[src/rtl/qpd_defines.svh]
`ifndef QPD_DEFINES_SVH
`define QPD_DEFINES_SVH

// Register byte offsets
`define QPD_CTRL_OFFSET      8'h00
`define QPD_TOP_OFFSET       8'h04
`define QPD_POS_OFFSET       8'h08
`define QPD_STATUS_OFFSET    8'h0c
`define QPD_FIFO_OFFSET      8'h10
`define QPD_TAG_OFFSET       8'h14

// Control field positions
`define QPD_CTRL_CLEAR_BIT   0
`define QPD_CTRL_PERMIT_BIT  2

// Status field positions
`define QPD_STAT_ERR_BIT     0
`define QPD_STAT_CAP_BIT     1
`define QPD_STAT_DIR_BIT     2
`define QPD_STAT_EMPTY_BIT   3
`define QPD_STAT_FULL_BIT    4

// Reset values
`define QPD_CTRL_RESET       32'h0000_0000
`define QPD_TOP_RESET        32'hffff_ffff

// Interrupt tags
`define QPD_TAG_ERROR        8'h0b
`define QPD_TAG_CAPTURE      8'h05

`endif

[src/rtl/qpd_pkg.sv]
package qpd_pkg;
    typedef logic [1:0] qpd_phase_type;
    typedef enum logic [1:0] {
        QPD_MOVE_NONE,
        QPD_MOVE_FWD,
        QPD_MOVE_REV,
        QPD_MOVE_BAD
    } qpd_move_type;
endpackage : qpd_pkg

[src/rtl/qpd_decoder.sv]
// Chosen here: the placing of the registers and register access over AHB-Lite.
`include "qpd_defines.svh"

module qpd_decoder #(
    parameter int FIFO_DEPTH = 4
) (
    // Clock and reset
    input  wire logic         hclk,
    input  wire logic         hresetn,
    // AHB-Lite slave
    input  wire logic         hsel,
    input  wire logic [31:0]  haddr,
    input  wire logic [1:0]   htrans,
    input  wire logic         hwrite,
    input  wire logic [2:0]   hsize,
    input  wire logic [31:0]  hwdata,
    input  wire logic         hready,
    output logic              hreadyout,
    output logic              hresp,
    output logic [31:0]       hrdata,
    // Encoder pins
    input  wire logic         phase_a,
    input  wire logic         phase_b,
    input  wire logic         index_pulse,
    // Status outputs
    output logic              direction,
    output logic              irq
);
    import qpd_pkg::*;

    localparam int PTR_W = $clog2(FIFO_DEPTH);

    // ************************************************************
    // Input synchronisers
    // ************************************************************
    logic [2:0]    sync_meta;
    logic [2:0]    sync_pins;
    qpd_phase_type prev_phase;
    logic          prev_index;

    always_ff @(posedge hclk or negedge hresetn) begin
        if (!hresetn) begin
            sync_meta  <= 3'h0;
            sync_pins  <= 3'h0;
            prev_phase <= 2'h0;
            prev_index <= 1'b0;
        end else begin
            sync_meta  <= {index_pulse, phase_b, phase_a};
            sync_pins  <= sync_meta;
            prev_phase <= sync_pins[1:0];
            prev_index <= sync_pins[2];
        end
    end

    // ************************************************************
    // Transition decode
    // ************************************************************
    function automatic qpd_move_type classify(input qpd_phase_type prev,
                                              input qpd_phase_type cur);
        // Gray order 00 -> 01 -> 11 -> 10 (bit0 = A) is A leading B
        logic [1:0] chg;
        chg = prev ^ cur;
        if (chg == 2'h0)
            return QPD_MOVE_NONE;
        else if (chg == 2'h3)
            return QPD_MOVE_BAD;
        else if ((cur[0] ^ prev[1]) == 1'b1)
            return QPD_MOVE_FWD;
        else
            return QPD_MOVE_REV;
    endfunction : classify

    qpd_move_type move;
    wire          cur_valid;
    wire          err_now;
    wire          index_rise;

    assign move       = classify(prev_phase, sync_pins[1:0]);
    assign cur_valid  = (move == QPD_MOVE_FWD) || (move == QPD_MOVE_REV);
    assign err_now    = (move == QPD_MOVE_BAD);
    assign index_rise = sync_pins[2] & ~prev_index;

    // ************************************************************
    // Registers and bus
    // ************************************************************
    logic [31:0] ctrl;
    logic [31:0] top_position;
    logic [31:0] position;
    logic        err_flag;
    logic        cap_flag;
    logic        err_level;
    logic [7:0]  last_tag;
    logic        dp_write;
    logic        dp_read;
    logic [7:0]  dp_addr;
    logic [31:0] fifo_mem [FIFO_DEPTH];
    logic [PTR_W-1:0] fifo_wp;
    logic [PTR_W-1:0] fifo_rp;
    logic [PTR_W:0]   fifo_cnt;

    wire ap_valid    = hsel & hready & htrans[1];
    wire clear_req   = ctrl[`QPD_CTRL_CLEAR_BIT];
    wire count_permit = ctrl[`QPD_CTRL_PERMIT_BIT];
    wire fifo_empty  = (fifo_cnt == '0);
    wire fifo_full   = (fifo_cnt == (PTR_W+1)'(FIFO_DEPTH));
    wire err_rise    = err_now & ~err_level;
    wire fifo_pop    = dp_read & (dp_addr == `QPD_FIFO_OFFSET) & ~fifo_empty;
    wire fifo_push   = index_rise & ~fifo_full;
    wire wr_ctrl     = dp_write & (dp_addr == `QPD_CTRL_OFFSET);
    wire wr_top      = dp_write & (dp_addr == `QPD_TOP_OFFSET);
    wire wr_status   = dp_write & (dp_addr == `QPD_STATUS_OFFSET);

    assign hreadyout = 1'b1;
    assign hresp     = 1'b0;

    always_ff @(posedge hclk or negedge hresetn) begin
        if (!hresetn) begin
            dp_write <= 1'b0;
            dp_read  <= 1'b0;
            dp_addr  <= 8'h00;
        end else begin
            dp_write <= ap_valid & hwrite & (hsize == 3'h2);
            dp_read  <= ap_valid & ~hwrite;
            dp_addr  <= haddr[7:0];
        end
    end

    always_ff @(posedge hclk or negedge hresetn) begin
        if (!hresetn) begin
            ctrl         <= `QPD_CTRL_RESET;
            top_position <= `QPD_TOP_RESET;
        end else begin
            if (wr_ctrl)
                ctrl <= hwdata & 32'h0000_0005;
            if (wr_top)
                top_position <= hwdata;
        end
    end

    // Read data is registered in the address phase for the next cycle
    logic [31:0] next_rdata;
    always_comb begin
        case (haddr[7:0])
            `QPD_CTRL_OFFSET:   next_rdata = ctrl;
            `QPD_TOP_OFFSET:    next_rdata = top_position;
            `QPD_POS_OFFSET:    next_rdata = position;
            `QPD_STATUS_OFFSET: next_rdata = {27'h0, fifo_full, fifo_empty,
                                              direction, cap_flag, err_flag};
            `QPD_FIFO_OFFSET:   next_rdata = fifo_mem[fifo_rp];
            `QPD_TAG_OFFSET:    next_rdata = {24'h0, last_tag};
            default:            next_rdata = 32'h0;
        endcase
    end

    always_ff @(posedge hclk or negedge hresetn) begin
        if (!hresetn)
            hrdata <= 32'h0;
        else if (ap_valid & ~hwrite)
            hrdata <= next_rdata;
    end

    // ************************************************************
    // Position counter
    // ************************************************************
    wire top_match  = (position == top_position);
    wire count_step = cur_valid & count_permit & ~clear_req;

    logic [31:0] next_position;
    always_comb begin
        next_position = position;
        if (clear_req || top_match)
            next_position = 32'h0;
        else if (count_step && move == QPD_MOVE_FWD)
            next_position = position + 32'h1;
        else if (count_step)
            next_position = (position == 32'h0) ? top_position - 32'h1
                                                : position - 32'h1;
    end

    always_ff @(posedge hclk or negedge hresetn) begin
        if (!hresetn) begin
            position  <= 32'h0;
            direction <= 1'b0;
        end else begin
            position <= next_position;
            if (cur_valid)
                direction <= (move == QPD_MOVE_FWD);
        end
    end

    // ************************************************************
    // Capture FIFO
    // ************************************************************
    always_ff @(posedge hclk or negedge hresetn) begin
        if (!hresetn) begin
            fifo_wp  <= '0;
            fifo_rp  <= '0;
            fifo_cnt <= '0;
        end else begin
            if (fifo_push)
                fifo_wp <= PTR_W'((fifo_wp + 1'b1) % FIFO_DEPTH);
            if (fifo_pop)
                fifo_rp <= PTR_W'((fifo_rp + 1'b1) % FIFO_DEPTH);
            if (fifo_push && !fifo_pop)
                fifo_cnt <= fifo_cnt + 1'b1;
            else if (fifo_pop && !fifo_push)
                fifo_cnt <= fifo_cnt - 1'b1;
        end
    end

    // Storage is not reset; only entries counted by fifo_cnt are meaningful
    always_ff @(posedge hclk) begin
        if (fifo_push)
            fifo_mem[fifo_wp] <= position;
    end

    // ************************************************************
    // Event flags and tags
    // ************************************************************
    // Set wins over a software clear arriving in the same cycle
    always_ff @(posedge hclk or negedge hresetn) begin
        if (!hresetn) begin
            err_level <= 1'b0;
            err_flag  <= 1'b0;
            cap_flag  <= 1'b0;
            last_tag  <= 8'h00;
        end else begin
            err_level <= err_now;
            if (err_rise)
                err_flag <= 1'b1;
            else if (wr_status && hwdata[`QPD_STAT_ERR_BIT])
                err_flag <= 1'b0;
            if (fifo_push)
                cap_flag <= 1'b1;
            else if (wr_status && hwdata[`QPD_STAT_CAP_BIT])
                cap_flag <= 1'b0;
            if (err_rise)
                last_tag <= `QPD_TAG_ERROR;
            else if (fifo_push)
                last_tag <= `QPD_TAG_CAPTURE;
        end
    end

    assign irq = err_flag | cap_flag;

    // ************************************************************
    // Assertions
    // ************************************************************
    a_clear_holds_zero: assert property (@(posedge hclk) disable iff (!hresetn)
        $past(clear_req) |-> position == 32'h0)
        else $error("Counter not held at zero while clear set");
    a_no_count_unpermit: assert property (@(posedge hclk) disable iff (!hresetn)
        (!count_permit && !clear_req && !top_match) |=> $stable(position))
        else $error("Counter moved while counting not permitted");
    a_fwd_step_one: assert property (@(posedge hclk) disable iff (!hresetn)
        (count_step && move == QPD_MOVE_FWD && !top_match)
        |=> position == $past(position) + 32'h1)
        else $error("Forward step not exactly one");
    a_bad_no_count: assert property (@(posedge hclk) disable iff (!hresetn)
        (err_now && !clear_req && !top_match) |=> $stable(position))
        else $error("Invalid transition changed the counter");
    a_top_resets: assert property (@(posedge hclk) disable iff (!hresetn)
        top_match |=> position == 32'h0)
        else $error("Top match did not reset counter");
    a_err_tag_irq: assert property (@(posedge hclk) disable iff (!hresetn)
        err_rise |=> (last_tag == `QPD_TAG_ERROR) && irq && err_flag)
        else $error("Error edge did not raise tag 11");
    a_cap_tag: assert property (@(posedge hclk) disable iff (!hresetn)
        (fifo_push && !err_rise) |=> (last_tag == `QPD_TAG_CAPTURE) && cap_flag)
        else $error("Capture did not raise tag 5");
    a_cap_stores: assert property (@(posedge hclk) disable iff (!hresetn)
        (fifo_push && fifo_empty && !fifo_pop)
        |=> fifo_mem[fifo_rp] == $past(position))
        else $error("Captured value differs from counter");
    a_dir_fwd: assert property (@(posedge hclk) disable iff (!hresetn)
        move == QPD_MOVE_FWD |=> direction)
        else $error("Direction not one on forward move");

endmodule : qpd_decoder

[config.mk]
export PLATFORM = sky130hd
export DESIGN_NAME = qpd_decoder
export DESIGN_NICKNAME = d
export VERILOG_FILES = /design/src/rtl/qpd_pkg.sv /design/src/rtl/qpd_decoder.sv
export VERILOG_INCLUDE_DIRS = /design/src /design/src/rtl
export SDC_FILE = /design/constraint.sdc
export NUM_CORES = 1
export LEC_CHECK = 0
export BUFFER_PORTS_ARGS = -buffer_cell sky130_fd_sc_hd__buf_4
export CORE_ASPECT_RATIO = 0.5
export CORE_MARGIN = 2
export CORE_UTILIZATION = 30
export DETAILED_ROUTE_END_ITERATION = 16
export PLACE_DENSITY = 0.56
export SLEW_MARGIN = 20
export SYNTH_ARGS = -nofsm -noshare
export SYNTH_HDL_FRONTEND = slang
export SYNTH_SLANG_ARGS = --single-unit
export TNS_END_PERCENT = 30
[constraint.sdc]
create_clock -name hclk -period 5.8 [get_ports hclk]
set_clock_uncertainty 0.2 [all_clocks]
set_input_delay 0.58 -clock hclk [delete_from_list [all_inputs] [get_ports hclk]]
set_output_delay 0.58 -clock hclk [all_outputs]
set_load 0.05 [all_outputs]
# Word-level counts from Yosys, hierarchy flattened

Memory sizes are Yosys's and may differ from the RTL's.
Cells that the tools add are included.

$mul: 0
Shift operators: 0
Bitwise gates (word level): 24
Mux-type cells: 18
Magnitude comparators: 0
Reduce and logical (&&, ||, !) cells: 19
Add/subtract/negate cells: 7
Div/mod/pow operators: 0
Equal/unequal tests: 15

Operators by type and width:

| operator                                                             | count |
|---|---|
| 32-bit one-hot mux with 6 select lines                               | 1 |
| 32-bit two-way mux                                                   | 4 |
| 32-bit by 1-bit subtractor with 32-bit output, second input constant | 2 |
| 32-bit by 1-bit adder with 32-bit output, second input constant      | 1 |
| 32-bit == test                                                       | 1 |
| 32-bit logical NOT                                                   | 1 |
| 8-bit by 4-bit == test with 1-bit output, second input constant      | 3 |
| 8-bit by 5-bit == test with 1-bit output, second input constant      | 3 |
| 8-bit by 3-bit == test with 1-bit output, second input constant      | 2 |
| 8-bit logical NOT                                                    | 2 |
| 8-bit two-way mux                                                    | 2 |
| 1-bit bitwise AND                                                    | 15 |
| 2-bit nonzero test                                                   | 4 |
| 2-bit == test, second input constant                                 | 3 |
| 1-bit two-way mux                                                    | 6 |
| 2-bit two-way mux                                                    | 3 |
| 3-bit two-way mux                                                    | 2 |
| 1-bit NOT                                                            | 6 |
| 1-bit logical AND                                                    | 5 |
| 2-bit by 1-bit adder with 2-bit output, second input constant        | 2 |
| 3-bit by 1-bit adder with 3-bit output, second input constant        | 1 |
| 3-bit by 2-bit == test with 1-bit output, second input constant      | 1 |
| 3-bit == test, second input constant                                 | 1 |
| 3-bit logical NOT                                                    | 1 |
| other kinds (9)                                                      | 11 |

Bits in writable memories: 128
Memories kept: 1
ROM bits: 0
Output and inout bits: 36
Logic and storage cells: 103
Bits in latches: 0
Flip-flop bits (word level): 136

Memory list:

| memory   | words | bits a word | rd ports | clocked after memory_dff | wr ports | RTL line          | source |
|---|---|---|---|---|---|---|---|
| fifo_mem | 4     | 32          | 1        | 0                        | 1        | qpd_decoder.sv:96 | `logic [31:0] fifo_mem [FIFO_DEPTH];` |

# Longest topological paths before layout

Depth in word-level cells: 11
Mapped depth: 20

# Least setup slack after synthesis

Ideal clock, no wire load.

Kind: register -> register
From: reg position[0]
To: reg position[28]
Required time: 5.457 ns
Arrival: 4.340 ns
Period minus slack after synthesis: 4.683 ns
Buffers on the path: 4
Setup slack: 1.117 ns
Setup time: 0.143 ns
Cell stages (with the launch flop): 21
Cell sequence: dfrtp_1 -> clkbuf_1 -> inv_1 -> ha_1 -> nor4b_2 -> nand2_1 -> nor3_2 -> buf_2 -> buf_1 -> nor2_1 -> a21oi_1 -> ha_1 -> nor4b_1 -> nand2_1 -> nor4_1 -> inv_1 -> or4_1 -> buf_2 -> nor4_4 -> xnor2_1 -> o221ai_1

Word-level cells in the longest chain between the ends: 5

Ends and longest elaborated chain:

| item                                                                                | RTL line                               | source |
|---|---|---|
| from (decl)                                                                         | qpd_decoder.sv:88                      | `logic [31:0] position;` |
| from (signal assigned)                                                              | qpd_decoder.sv:185                     | `position <= next_position;` |
| 32-bit by 1-bit subtractor with 32-bit output or 32-bit logical NOT (tied branches) | qpd_decoder.sv:177, qpd_decoder.sv:176 |  |
| 32-bit two-way mux                                                                  | qpd_decoder.sv:176                     | `next_position = (position == 32'h0) ? top_position - 32'h1` |
| 32-bit two-way mux                                                                  | qpd_decoder.sv:175                     | `else if (count_step)` |
| 32-bit two-way mux                                                                  | qpd_decoder.sv:173                     | `else if (count_step && move == QPD_MOVE_FWD)` |
| 32-bit two-way mux                                                                  | qpd_decoder.sv:171                     | `if (clear_req \|\| top_match)` |

Parallel ways exist; a longest one is shown, timed or not. The select of a mux whose other input is x is not followed.
A chain may end at the register's enable or synchronous reset.

# Final worst setup path

From: reg position[3]
To: reg position[28]

Same word-level chain as after synthesis.

==> impl_metrics.yaml <==
yosys:
  ys_ff_latch: 259
  syn-num-nets: 1209
  synthTopCellsByArea: "edfxtp_1, dfrtp_1, dfstp_2, mux4_2, o21ai_0"
  synth_top_area_cell: "edfxtp_1"
  avgSynthCellArea_um2: 11.60
  ys_seq_area_share_pct: 55.13
  synth_edf_count: 128
  async_flop_share_pct: 50.58
  synthFlopType: "edfxtp_1"
  netlist_instances: 1120
  ys_types: 77
  synth_area_um2: 12990
  synth_top_cell_area_share_pct: 29.59
  ys_warn_count: 0
sta:
  rsz0062_at_grt: "no"
  clock.fmax_mhz: 199.7
  tns_ps: 0
  period_minus_slack_ps: 5007
  setup_viol: 0
  slew_headroom_pct: 27.13
  worst_hold_slack_ps: 58.55
  finalCritPeriodShare_pct: 86.32
  worst_pin_slew_ps: 1087
  finalHoldViolCount: 0
  finalMaxSlewViolations: 0
cells_and_area:
  num-nets-final: 1260
  drive_gt1_share_pct: 22.84
  antenna_cells: 0
  area_growth_pct: 16.76
floorplan:
  start_util_pct: 30.66
  core_area_um2: 42370
  die-area_um2: 45080
  dieHeight_um: 151.1
  num_io_pins: 113
  floorplan.die.width_um: 298.3
  rows: 53
global_route:
  antenna_found_initial: 0
  grt_pass1_wl_um: 58640
  grt_pass1_vias: 9792
  gr-usage-met3_pct: 3.127
  grt_overflow_total: 0
  met1_usage_pct: 22.97
  grt_max_degree: 77
  use_met2_pct: 27.73
  grt_use_total_pct: 16.90
  grt-busiest-layer: "met2"
worst_setup_path:
  path_class: "reg -> reg"
  worstPathMaxFanout: 16
  worstPathArrival_ps: 5210
  endpoint_kind: "register"
  crit_required_ps: 6000
  crit_path_start_kind: "register"
route:
  wirelength_um: 38220
  route.detailed.drc: 0
  wl_per_cell_um: 21.62
  ant_nets: 0
  vias: 9607
  via_per_inst: 5.434
  dr.pass1.iters: 6
  drt_iter0_markers: 962
run:
  maxCapViolCount: 0
clock_tree:
  cts_tree: "built"
  post_cts_buffers: 0
  path_clk_slew_ps: 70
  cts_buffers: 26
  h-tree-depth: 1
  clockBufferDepth: 3
  clock_sinks: 259
  cts_root_buf: "clkbuf_16"
  insertion_delay_ps: 560
power_and_ir_drop:
  p_int_w: 0.003254
  ir_worst_vdd_uv: 188.3
  power_leakage_nw: 5.684
  power_frac_seq_pct: 50.1
  comb_power_share_pct: 9.1
  power.density_nw_per_um2: 282.1
  switchingPower_w: 0.001024
  switching_share_pct: 23.94
  p_clk_share_pct: 40.9
outcome:
  status: "finished, final reports clean"
placement:
  io_buffers: 85
  dp_hpwl_um: 25380
  gp_congestion: 0.9133
min_path:
  min_path_type: "in -> reg"
[per-layer routing]
metal	share of wire (%)	up-vias
met5	0	-
met4	2.1	0
met2	47	330
met3	6.2	64
met1	45	4894
li1	-	4319
[power groups by stage]
stage | combinational (W) | clock (W) | sequential, W
2_1_floorplan | 0.000230 | 0 | 0.00215
3_3_place_gp | 0.000365 | 0 | 0.00217
3_5_place_dp | 0.000382 | 0 | 0.00218
4_1_cts | 0.000391 | 0.00178 | 0.00214
5_1_grt | 0.000425 | 0.00186 | 0.00215
6_report | 0.000388 | 0.00175 | 0.00214
[cells in the mapped netlist (all sizes together) (9+ instances only)]
master and instances:
xor2 46, nor4 31, a21oi 70, nand2 90
mux4 32, or3 16, ha 11, o22ai 12
edfxtp 128, xnor2 14, o21ai 86, nand3 23
nand2b 9, dfstp 32, a31oi 11, mux2 35
buf 19, dfrtp 99, clkbuf 76, nand4 14
nor2 65, a22o 22, nor3 28, and2 9
inv 20
[cells by family (layout without fill, tap and decap cells)]
| logic type | count (synthesis) | after routing | share of synthesized area, % |
|---|---|---|---|
| xor+xnor | 60 | 60 | 4.046 |
| fa+ha+maj | 12 | 12 | 1.214 |
| other cells | 2 | 2 | 0.05781 |
| flops | 259 | 259 | 55.13 |
| mux | 71 | 71 | 8.890 |
| compound gates | 276 | 276 | 13.63 |
| simple gates | 325 | 325 | 13.57 |
| buf+inv | 115 | 186 | 3.458 |
[per-stage QoR]
step	cell area (µm²)	power (W)	cells	setup slack [ps]	util, %
CTS	15160	0.004319	1768	828.3	35.79
global placement	14180	0.002534	1709	917.1	33.45
global route	15170	0.004437	1768	383.7	35.79
floorplan	12990	0.002377	1120	1117	-
detailed placement	14180	0.002561	1709	858.1	33.45
finish	15170	0.004278	1768	793.2	35.79
[registers in the layout (all words and copies together), names as in the netlist]
register / cells
fifo_mem: 128
hrdata: 32
position: 32
top_position: 32
dp_addr: 8
fifo_cnt: 3
last_tag: 3
sync_meta: 3
sync_pins: 3
ctrl: 2
fifo_rp: 2
fifo_wp: 2
prev_phase: 2
cap_flag: 1
direction: 1
dp_read: 1
dp_write: 1
err_flag: 1
err_level: 1
prev_index: 1
[cell usage in the layout, fill, tap and decap left out, types with 7 or more instances in the layout]
cell type and n:
edfxtp_1 128, buf_4 106, dfrtp_1 98, nand2_1 89
o21ai_0 84, a21oi_1 70, nor2_1 64, xor2_1 46
mux2_2 35, mux4_2 32, dfstp_2 32, clkbuf_16 27
nor3_1 25, nor4_1 25, nand3_1 22, a22o_1 22
inv_1 20, or3_1 16, xnor2_1 14, nand4_1 13
o22ai_1 12, a31oi_1 11, ha_1 11, dlygate4sd3_1 11
and2_1 9, nand2b_1 9, clkbuf_1 9, a222oi_1 8
a21o_1 8, o211ai_1 7, a211oi_1 7
[area by class of cell]
cell class	count	area, µm²
Tap cell	577	721.9
Sequential cell	259	7163
Inverter	20	75.07
Clock buffer	40	764.5
Clock inverter	8	113.9
Fill cell	4115	27210
Multi-Input combinational cell	746	5411
Timing Repair Buffer	118	917.1
[path summary, 6_finish.rpt]
kind                            depth (start not counted)          from  slack (ps)               end
worst min-delay path                                    2    hwdata[17]          60  top_position[17]
max in group asynchronous                               3       hresetn        3690        hrdata[20]
worst min register to register                          0  sync_meta[2]         150      sync_pins[2]
worst max register to register                         16   position[3]         790      position[28]
worst max-delay path                                   16   position[3]         790      position[28]
min in group asynchronous                               2       hresetn         410        dp_addr[5]
[worst max-delay path, cell delays in order (launching register included)]
cell	delay (ps)
dfrtp_1	580
nor4_4	320
buf_4	200
nand4_4	220
nor3_4	260
buf_4	210
nor2_1	60
a21oi_1	200
ha_1	250
nor4b_1	330
nand2_1	170
nor4_1	380
inv_1	70
or4_1	740
nor4_4	360
xnor2_1	160
o221ai_1	150
[repair_timing]
action	4_1_cts	5_1_grt
endpoints found under the setup margin	0	0
hold buffers	11	0
endpoints found under the hold margin	56	0
gates resized for setup	0	0
No activity file was read; power rests on OpenSTA's default activity.
